### src/inc/psfb_pkg.sv
// psfb_pkg: command codes, page codes, field positions and masks
// of the latched status flag bank.
// assumes: one clock domain, all sources on that clock.
package psfb_pkg;

	// ************************************************************
	// command codes of the status bytes
	// ************************************************************
	localparam logic [7:0] CMD_INPUT  = 8'h7c; // shared input byte
	localparam logic [7:0] CMD_TEMP   = 8'h7d; // paged temperature byte
	localparam logic [7:0] CMD_COMM   = 8'h7e; // shared comm/logic/memory byte
	localparam logic [7:0] CMD_VENDOR = 8'h80; // paged vendor byte

	// ************************************************************
	// page selector codes
	// ************************************************************
	localparam logic [7:0] PAGE_A   = 8'h00; // channel a
	localparam logic [7:0] PAGE_B   = 8'h01; // channel b
	localparam logic [7:0] PAGE_ALL = 8'hff; // all channels

	// ************************************************************
	// field positions
	// ************************************************************
	localparam int IN_OVF_BIT  = 7; // input over-voltage fault
	localparam int IN_UVF_BIT  = 4; // input under-voltage fault
	localparam int IN_LOW_BIT  = 3; // unit off for low input
	localparam int IN_OCF_BIT  = 2; // input over-current fault
	localparam int IN_OCW_BIT  = 1; // input over-current warning
	localparam int IN_OPW_BIT  = 0; // input over-power warning
	localparam int TMP_FLT_BIT = 7; // over-temperature fault
	localparam int TMP_WRN_BIT = 6; // over-temperature warning
	localparam int CM_CMD_BIT  = 7; // bad command code
	localparam int CM_DATA_BIT = 6; // bad payload
	localparam int CM_PEC_BIT  = 5; // packet check failed
	localparam int CM_MEM_BIT  = 3; // memory / nvm error
	localparam int CM_OTH_BIT  = 1; // other link fault

	// ************************************************************
	// supported bit masks and reset value
	// ************************************************************
	localparam logic [7:0] INPUT_MASK = 8'h9f; // bits 6,5 read zero
	localparam logic [7:0] TEMP_MASK  = 8'hc0; // bits 5..0 read zero
	localparam logic [7:0] COMM_MASK  = 8'hea; // bits 4,2,0 read zero
	localparam logic [7:0] VEND_MASK  = 8'hff; // default vendor layout
	localparam logic [7:0] FLAG_RESET = 8'h00; // flags after reset
	localparam logic [7:0] READ_NONE  = 8'h00; // answer for no match

	// ************************************************************
	// channel selection decoded from the page selector
	// ************************************************************
	typedef enum logic [1:0]
	{
		PSFB_CHAN_NONE = 2'b00,
		PSFB_CHAN_A    = 2'b01,
		PSFB_CHAN_B    = 2'b10,
		PSFB_CHAN_ALL  = 2'b11
	} psfb_chan_type;

endpackage

### src/logic/psfb_flag_byte.sv
// psfb_flag_byte: one byte of latched, write-one-to-clear flags.
// assumes: set and clear come from logic on the same clock.
`timescale 1ns/1ps
`default_nettype none

module psfb_flag_byte
#(
	parameter logic [7:0] SUPPORTED = 8'hff
)
(
	input  wire logic       clk,
	input  wire logic       rst_n,
	input  wire logic [7:0] set_bits,
	input  wire logic [7:0] clear_bits,
	output var  logic [7:0] flags
);
	import psfb_pkg::*;

	// ************************************************************
	// next value: set beats clear, unsupported bits forced low
	// ************************************************************
	wire logic [7:0] next_flags; // value for the next edge

	// a condition still present on a clear keeps its flag
	assign next_flags = ((flags & ~clear_bits) | set_bits) & SUPPORTED;

	// flag storage
	always_ff @(posedge clk)
	begin
		if (!rst_n)
			flags <= FLAG_RESET;
		else
			flags <= next_flags;
	end

endmodule

`default_nettype wire

### src/logic/psfb_status_bank.sv
// psfb_status_bank: latched status flag bytes of a two-channel
// controller, read and cleared one byte at a time by command code.
// assumes: protocol logic on clk delivers decoded byte accesses,
// holds the page selector, and raises comm events as pulses.
`timescale 1ns/1ps
`default_nettype none

module psfb_status_bank
(
	input  wire logic                   clk,
	input  wire logic                   rst_n,
	input  wire logic                   cmd_valid,
	input  wire logic                   cmd_write,
	input  wire logic [7:0]             cmd_code,
	input  wire logic [7:0]             cmd_wdata,
	input  wire logic [7:0]             page_sel,
	input  wire logic                   input_overvoltage_fault,
	input  wire logic                   input_undervoltage_fault,
	input  wire logic                   low_input_shutdown,
	input  wire logic                   input_overcurrent_fault,
	input  wire logic                   input_overcurrent_warning,
	input  wire logic                   input_overpower_warning,
	input  wire logic                   overtemp_fault_a,
	input  wire logic                   overtemp_warning_a,
	input  wire logic                   overtemp_fault_b,
	input  wire logic                   overtemp_warning_b,
	input  wire logic [7:0]             vendor_cond_a,
	input  wire logic [7:0]             vendor_cond_b,
	input  wire logic                   bad_command_flag,
	input  wire logic                   bad_payload_flag,
	input  wire logic                   packet_check_error,
	input  wire logic                   nvm_error,
	input  wire logic                   other_link_fault,
	output var  logic                   rd_valid,
	output var  logic [7:0]             rd_data,
	output var  logic                   cmd_miss
);
	import psfb_pkg::*;

	// ************************************************************
	// access decode
	// ************************************************************
	wire logic          rd_req;     // read access this cycle
	wire logic          wr_req;     // write access this cycle
	wire logic          hit_in;     // input byte addressed
	wire logic          hit_temp;   // temperature byte addressed
	wire logic          hit_comm;   // comm byte addressed
	wire logic          hit_vend;   // vendor byte addressed
	wire logic          hit_any;    // any status byte addressed
	wire psfb_chan_type page_chan;  // channel picked by page

	// one byte per access, no block transfers
	assign rd_req   = cmd_valid & ~cmd_write;
	assign wr_req   = cmd_valid & cmd_write;
	assign hit_in   = (cmd_code == CMD_INPUT);
	assign hit_temp = (cmd_code == CMD_TEMP);
	assign hit_comm = (cmd_code == CMD_COMM);
	assign hit_vend = (cmd_code == CMD_VENDOR);
	assign hit_any  = hit_in | hit_temp | hit_comm | hit_vend;

	// page decode; unknown pages select nothing
	assign page_chan = (page_sel == PAGE_A)   ? PSFB_CHAN_A :
	                   (page_sel == PAGE_B)   ? PSFB_CHAN_B :
	                   (page_sel == PAGE_ALL) ? PSFB_CHAN_ALL :
	                                            PSFB_CHAN_NONE;

	// ************************************************************
	// shared bytes: input and comm/logic/memory
	// ************************************************************
	wire logic [7:0] in_set;    // input conditions in place
	wire logic [7:0] in_clr;    // input clear bits
	wire logic [7:0] in_flags;  // latched input byte
	wire logic [7:0] cm_set;    // comm events in place
	wire logic [7:0] cm_clr;    // comm clear bits
	wire logic [7:0] cm_flags;  // latched comm byte

	// input conditions land at their field positions
	assign in_set = {input_overvoltage_fault, 2'b00,
	                 input_undervoltage_fault, low_input_shutdown,
	                 input_overcurrent_fault, input_overcurrent_warning,
	                 input_overpower_warning};
	// page not looked at for the input byte
	assign in_clr = (wr_req & hit_in) ? cmd_wdata : 8'h00;

	// comm events at bits 7,6,5,3,1
	assign cm_set = {bad_command_flag, bad_payload_flag,
	                 packet_check_error, 1'b0,
	                 nvm_error, 1'b0,
	                 other_link_fault, 1'b0};
	// one byte for both channels
	assign cm_clr = (wr_req & hit_comm) ? cmd_wdata : 8'h00;

	// input byte, bits 6,5 held low
	psfb_flag_byte #(.SUPPORTED(INPUT_MASK)) u_input
	(
		.clk        (clk),
		.rst_n      (rst_n),
		.set_bits   (in_set),
		.clear_bits (in_clr),
		.flags      (in_flags)
	);

	// comm byte, bits 4,2,0 held low
	psfb_flag_byte #(.SUPPORTED(COMM_MASK)) u_comm
	(
		.clk        (clk),
		.rst_n      (rst_n),
		.set_bits   (cm_set),
		.clear_bits (cm_clr),
		.flags      (cm_flags)
	);

	// ************************************************************
	// paged bytes: temperature and vendor, one pair per channel
	// ************************************************************
	logic [7:0] tp_set   [0:1]; // temperature conditions
	logic [7:0] vd_set   [0:1]; // vendor conditions
	logic [7:0] tp_flags [0:1]; // latched temperature bytes
	logic [7:0] vd_flags [0:1]; // latched vendor bytes
	wire  logic [1:0] wr_chan;  // channels a write reaches

	assign tp_set[0] = {overtemp_fault_a, overtemp_warning_a, 6'h00};
	assign tp_set[1] = {overtemp_fault_b, overtemp_warning_b, 6'h00};
	assign vd_set[0] = vendor_cond_a;
	assign vd_set[1] = vendor_cond_b;
	assign wr_chan   = page_chan;

	genvar ch;
	generate
		for (ch = 0; ch < 2; ch = ch + 1)
		begin : g_chan
			wire logic [7:0] tp_clr; // temperature clear bits
			wire logic [7:0] vd_clr; // vendor clear bits

			// clear only on the paged channel
			assign tp_clr = (wr_req & hit_temp & wr_chan[ch]) ? cmd_wdata : 8'h00;
			assign vd_clr = (wr_req & hit_vend & wr_chan[ch]) ? cmd_wdata : 8'h00;

			// fault bit 7, warning bit 6, rest zero
			psfb_flag_byte #(.SUPPORTED(TEMP_MASK)) u_temp
			(
				.clk        (clk),
				.rst_n      (rst_n),
				.set_bits   (tp_set[ch]),
				.clear_bits (tp_clr),
				.flags      (tp_flags[ch])
			);

			// vendor byte per channel
			psfb_flag_byte #(.SUPPORTED(VEND_MASK)) u_vend
			(
				.clk        (clk),
				.rst_n      (rst_n),
				.set_bits   (vd_set[ch]),
				.clear_bits (vd_clr),
				.flags      (vd_flags[ch])
			);
		end
	endgenerate

	// ************************************************************
	// read selection
	// ************************************************************
	wire logic       rd_b;       // paged read goes to channel b
	wire logic       rd_a;       // paged read goes to channel a
	wire logic [7:0] tp_rd;      // paged temperature answer
	wire logic [7:0] vd_rd;      // paged vendor answer
	wire logic [7:0] next_rd;    // selected answer

	assign rd_b  = (page_chan == PSFB_CHAN_B);
	assign rd_a  = (page_chan == PSFB_CHAN_A) |
	               (page_chan == PSFB_CHAN_ALL);
	assign tp_rd = rd_b ? tp_flags[1] : rd_a ? tp_flags[0] : READ_NONE;
	assign vd_rd = rd_b ? vd_flags[1] : rd_a ? vd_flags[0] : READ_NONE;
	assign next_rd = hit_in   ? in_flags :
	                 hit_comm ? cm_flags :
	                 hit_temp ? tp_rd :
	                 hit_vend ? vd_rd : READ_NONE;

	// answer register, held until the next read
	always_ff @(posedge clk)
	begin
		if (!rst_n)
		begin
			rd_valid <= 1'b0;
			rd_data  <= READ_NONE;
			cmd_miss <= 1'b0;
		end
		else
		begin
			rd_valid <= rd_req;
			if (rd_req)
				rd_data <= next_rd;
			cmd_miss <= cmd_valid & ~hit_any;
		end
	end
endmodule

`default_nettype wire

### config.mk
export PLATFORM = sky130hd
export DESIGN_NAME = psfb_status_bank
export DESIGN_NICKNAME = d
export VERILOG_FILES = /design/src/inc/psfb_pkg.sv /design/src/logic/psfb_flag_byte.sv /design/src/logic/psfb_status_bank.sv
export SDC_FILE = /design/constraint.sdc
export NUM_CORES = 1
export LEC_CHECK = 0
export ABC_AREA = 1
export BUFFER_PORTS_ARGS = -buffer_cell sky130_fd_sc_hd__buf_2
export CAP_MARGIN = 40
export CORE_MARGIN = 5
export CORE_UTILIZATION = 35
export CTS_BUF_LIST = sky130_fd_sc_hd__clkbuf_8
export DETAILED_ROUTE_END_ITERATION = 6
export PLACE_DENSITY = 0.66
export RECOVER_POWER = 100
export SYNTH_ARGS = -nofsm -noshare
export SYNTH_HDL_FRONTEND = slang
export SYNTH_HIERARCHICAL = 1
export SYNTH_SLANG_ARGS = --single-unit
### constraint.sdc
create_clock -name clk -period 3.8 [get_ports clk]
set_input_delay 0.57 -clock clk [delete_from_list [all_inputs] [get_ports clk]]
set_output_delay 0.57 -clock clk [all_outputs]
set_load 0.05 [all_outputs]
After elaboration in Yosys (flattened, before gate mapping)
Index checks and enable logic that the tools add are counted.

Word-level logic and storage cells: 75. Memory bits (writable): 0. Flip-flop bits (word level): 58. Memories: 0. Input bits: 59. Output and inout port bits: 10. ROM bits: 0. Bits in latches: 0.

Reductions and logical operators: 1. Add/subtract/negate cells: 0. Multiply operators: 0. Equality and inequality tests: 9. Div/mod/pow operators: 0. Mux-type cells: 17. Magnitude comparators: 0. Shift operators: 0. Bitwise gates (word level): 35.

Operator list (number): 8-bit two-way mux (14); 8-bit AND (6); 8-bit NOT (6); 8-bit OR (6); 8-bit by 7-bit == test with 1-bit output (second input constant) (3); 8-bit == test (second input constant) (2); 1-bit AND (11); 8-bit by 1-bit == test with 1-bit output (second input constant) (1); 8-bit logical NOT (1); 2-bit two-way mux (3); 2-bit == test (second input constant) (2); 1-bit OR (4); 2-bit by 1-bit == test with 1-bit output (second input constant) (1); 1-bit NOT (2).

Depth between registers and ports, before layout
Depth in word-level cells: 12. Gate-level depth with buffers: 11. Mapped depth without buffers: 11.

By module
The synthesis kept the hierarchy.

Modules (own cells, without submodules): psfb_status_bank (cells each 265, seq. area each 200.2 um^2, area an instance 1287.5 um^2, times used 1); psfb_flag_byte at g_chan[0].u_vend ... (cells each 41, seq. area each 160.2 um^2, area an instance 294.0 um^2, times used 2); psfb_flag_byte at g_chan[0].u_temp ... (cells each 18, seq. area each 40.0 um^2, area an instance 125.1 um^2, times used 2); psfb_flag_byte at u_input (cells each 34, seq. area each 120.1 um^2, area an instance 240.2 um^2, times used 1); psfb_flag_byte at u_comm (cells each 30, seq. area each 100.1 um^2, area an instance 211.5 um^2, times used 1).

Least setup slack after synthesis
OpenSTA, ideal clock, no wires.

Kind: input to register. Start point: input port cmd_code[3]. End point: register g_chan[1].u_vend.flags[0]. Required time: 3.684 ns. Path buffers: 0. Cell stages on the path: 9. Setup slack: 2.089 ns. Library setup time: 0.116 ns. Arrival: 1.594 ns. Path through: or2_2 > nor2_1 > nand2_1 > nor2_1 > nand2_2 > nor2_1 > inv_1 > nand2_1 > a21oi_1.

Cells in the longest elaborated chain, start to end: 7.

Ends and longest elaborated chain: start, declared (line psfb_status_bank.sv:14) `input wire logic [7:0] cmd_code,`; 8-bit == test (line psfb_status_bank.sv:58) `assign hit_vend = (cmd_code == CMD_VENDOR);`; 1-bit AND (2 in a row) (line psfb_status_bank.sv:137) `assign vd_clr = (wr_req & hit_vend & wr_chan[ch]) ? cmd_wdata : 8'h00;`; 8-bit two-way mux (line psfb_status_bank.sv:137); net g_chan[1].vd_clr[0] (line psfb_status_bank.sv:133) `wire logic [7:0] vd_clr;`; 8-bit NOT (line psfb_flag_byte.sv:25) `assign next_flags = ((flags & ~clear_bits) | set_bits) & SUPPORTED;`; 8-bit AND (line psfb_flag_byte.sv:25); 8-bit OR (line psfb_flag_byte.sv:25); end signal, assigned (line psfb_flag_byte.sv:33) `flags <= next_flags;`; end, declared (line psfb_flag_byte.sv:15) `output var logic [7:0] flags`.

The timed path passes the listed nets, and every way through them passes these cells. A chain may end at the register's enable or synchronous reset.

Worst setup path after layout
Start point: input port cmd_code[7]. End point: register rd_data[0].

Cells in the longest elaborated chain, start to end: 5. Elaborated cells between the ends (all ways): 8. Classes of those cells: eq/ne (4); mux (4).

Ends and longest elaborated chain: 8-bit == test (line psfb_status_bank.sv:58); 8-bit two-way mux (line psfb_status_bank.sv:178) `hit_vend ? vd_rd : READ_NONE;`; 8-bit two-way mux (line psfb_status_bank.sv:177) `hit_temp ? tp_rd :`; 8-bit two-way mux (line psfb_status_bank.sv:176) `hit_comm ? cm_flags :`; 8-bit two-way mux (*) (line psfb_status_bank.sv:175) `assign next_rd = hit_in ? in_flags :`; end signal, assigned (line psfb_status_bank.sv:193) `rd_data <= next_rd;`; end, declared (line psfb_status_bank.sv:35) `output var logic [7:0] rd_data,`.

Mark *: on every way between the ends. The rest lies on a longest branch, timed or not.

==> results.txt <==
----------------------------------------------------
[Status]
  Outcome ... completed

[Clock tree]
  Sink count of the clock tree ... 41
  Clk buf depth ... 2
  CTS Hold Buffers Added ... 0
  Clock transition at the registers of the reported paths ... roughly 0.080 ns
  H-tree level count ... 2
  Total clock buffers created by CTS ... 5
  Clock root buffer master ... sky130_fd_sc_hd__clkbuf_8
  Post-CTS repair timing setup buffer count ... 0
  TritonCTS clock tree ... yes
  CTS-repair resized insts ... 0
  Latest clock arrival within the worst-skew pair ... 0.31 ns

[Placement]
  Half-perimeter wire length after placement ... 4830 um
  Gp weighted congestion ... 0.795
  Port Buffer Count ... 68
  Placed Instance Area ... 2870 um^2

[Min path]
  Hold/Removal Path Class ... in -> reg
  Hold Crit Start ... cmd_write

[Flow run]
  Max-capacitance violation count ... 0

[Setup path]
  Count of buffer and inverter cells on the critical path ... 2
  Chain of cells forming the critical path ... buf_2, nor2_1, nand2_1, nor2_1, inv_1, nand2_1, nand2_1, nand2_1, nand2_1, a21oi_1
  Req. time, crit path ... 4.04 ns
  Worst setup path category ... in -> reg
  Delay contributed by the slowest stage of the critical path ... 0.51 ns
  Worst path top cell family by delay ... simple AND/OR/NAND/NOR gates
  Max Fanout on Critical Path ... 10
  Kind of capture point of the worst setup path ... flop
  Highest-delay cell along the critical path ... sky130_fd_sc_hd__nor2_1
  Startpoint of the most critical setup path ... cmd_code[7]
  WP data arrival ... 2.33 ns
  Most frequent CP cell ... sky130_fd_sc_hd__nand2_1
  Crit Reg-Reg Startpoint ... g_chan[0].u_vend/flags[5]
  Critical Path Start Type ... primary input

[STA]
  Normalized max-slew margin ... 0.441
  Number of hold-slack violations in the final timing report ... 0
  Skew final ... 0.00993 ns
  Setup Viol. Count Final ... 0
  Max-slew violation count ... 0
  Maximum achievable frequency ... ~480 MHz
  Worst Tran Pin Value ... 0.836 ns
  Final worst path period need ... 2.09 ns
  RSZ-0062 raised after global routing ... no
  Final critical-path share of the clock period ... 0.550
  Sum of negative setup slack ... 0 ns

[Global route]
  Antenna violations before repair ... 0
  GRT Overall Usage ... 0.144
  First-pass GRT wire length ... approximately 10,000 um
  Pin count of the biggest net entering global routing ... 18
  Grt total ovfl ... 0
  Vias in the first global route ... 2,304

[Cells and area]
  Ant diodes ... 0
  Filler cell count ... 789
  Most common cell after layout, fill and taps aside ... sky130_fd_sc_hd__nand2_1
  Most used cells in the layout excluding fill and tap cells ... sky130_fd_sc_hd__nand2_1, sky130_fd_sc_hd__inv_1, sky130_fd_sc_hd__buf_2
  Final nets ... 556
  Final instance area ... 2910 um^2
  Area growth syn-to-layout ... 16.1%
  Area of the multi-input gates ... ~1200 um^2
  Core Util, Final ... 0.424
  Combined flip-flop and latch cell area ... 821 um^2
  Ratio of cells with drive above 1 in the final layout ... 0.147

[Pwr]
  Final Total Pwr ... between 0.8 and 0.9 mW
  Total power per unit cell area ... slightly above 300 nW/um^2
  Leakage dissipation ... 1.58 nW
  Maximum VDD drop ... 0.000177 V

[Die]
  Effective utilization at floorplan ... 0.365
  Area of the core ... 6870 um^2
  DIE AREA ... 8960 um^2
  Floorplan row count ... 30
  Number of ports placed on the die boundary ... 69
  Width of the die ... 94.7 um
  Vertical extent of the die ... approximately 95 um

[Synth]
  Synth Warn # ... 6
  Mapped Area ... between 2000 and 3000 um^2
  Post-synthesis cell count ... 429
  Avg Synthesized Cell Area ... 5.85 um^2

[Drt]
  Number of remaining DRC errors ... 0
  Detailed Route WL ... 6250 um
  Per-cell routed wire length ... ~11 um
  Post-detailed-route count of antenna-violating nets ... 0
  Via Count ... around 2,500
  Post-DR vias/cell ... just over 4
  Drt first pass iters ... 4
  DRT iter0 DRCs ... 125

----------------------------------------------------
[per-stage QoR]
step	setup slack (ns)	hold WS, ns	cells
finish	1.71	0.452	594
global route	1.49	0.469	594
CTS	2.11	0.451	594
detailed placement	1.79	0.452	586
global placement	1.81	0.443	586
floorplan	2.09	0.435	442
[area by class of cell]
| class | count | share of cell area |
|---|---|---|
| well taps | 96 | 0.0412 |
| clock buffers | 5 | 0.0236 |
| clock inverters | 3 | 0.00730 |
| flip-flops and latches | 41 | 0.282 |
| repair buffers | 68 | 0.111 |
| inverters | 102 | 0.132 |
| multi-input cells | 279 | 0.403 |
[registers in the layout, summed over array words and instances (netlist names)]
signal and count:
cmd_miss 1, u_comm/flags 5, u_input/flags 6, rd_valid 1, g_chan.u_temp/flags 4, g_chan.u_vend/flags 16, rd_data 8
[worst paths after layout]
kind | slack [ns] | cells past startpoint | endpoint
worst min register to register | 0.46 | 2 | g_chan[1].u_vend/flags[5]
worst max register to register | 2.89 | 6 | rd_data[5]
worst max-delay path | 1.71 | 10 | rd_data[0]
worst min-delay path | 0.45 | 2 | rd_valid
[routing by layer]
metal	share of wire	vias to the layer above	routed length, um	track usage
met2	0.47	56	2940	0.244
met1	0.47	1030	2930	0.188
met3	0.050	8	312	0.0287
met5	0	-	0	0
li1	-	1357	-	-
met4	0.010	0	63	0.0325
[power breakdown]
part           total, mW  leakage (nW)  switching (mW)  internal [mW]
sequential         0.473         0.342          0.0144          0.459
combinational      0.126          1.19          0.0795         0.0468
clock              0.300        0.0445           0.170          0.130
(Power assumes the default switching activity.)
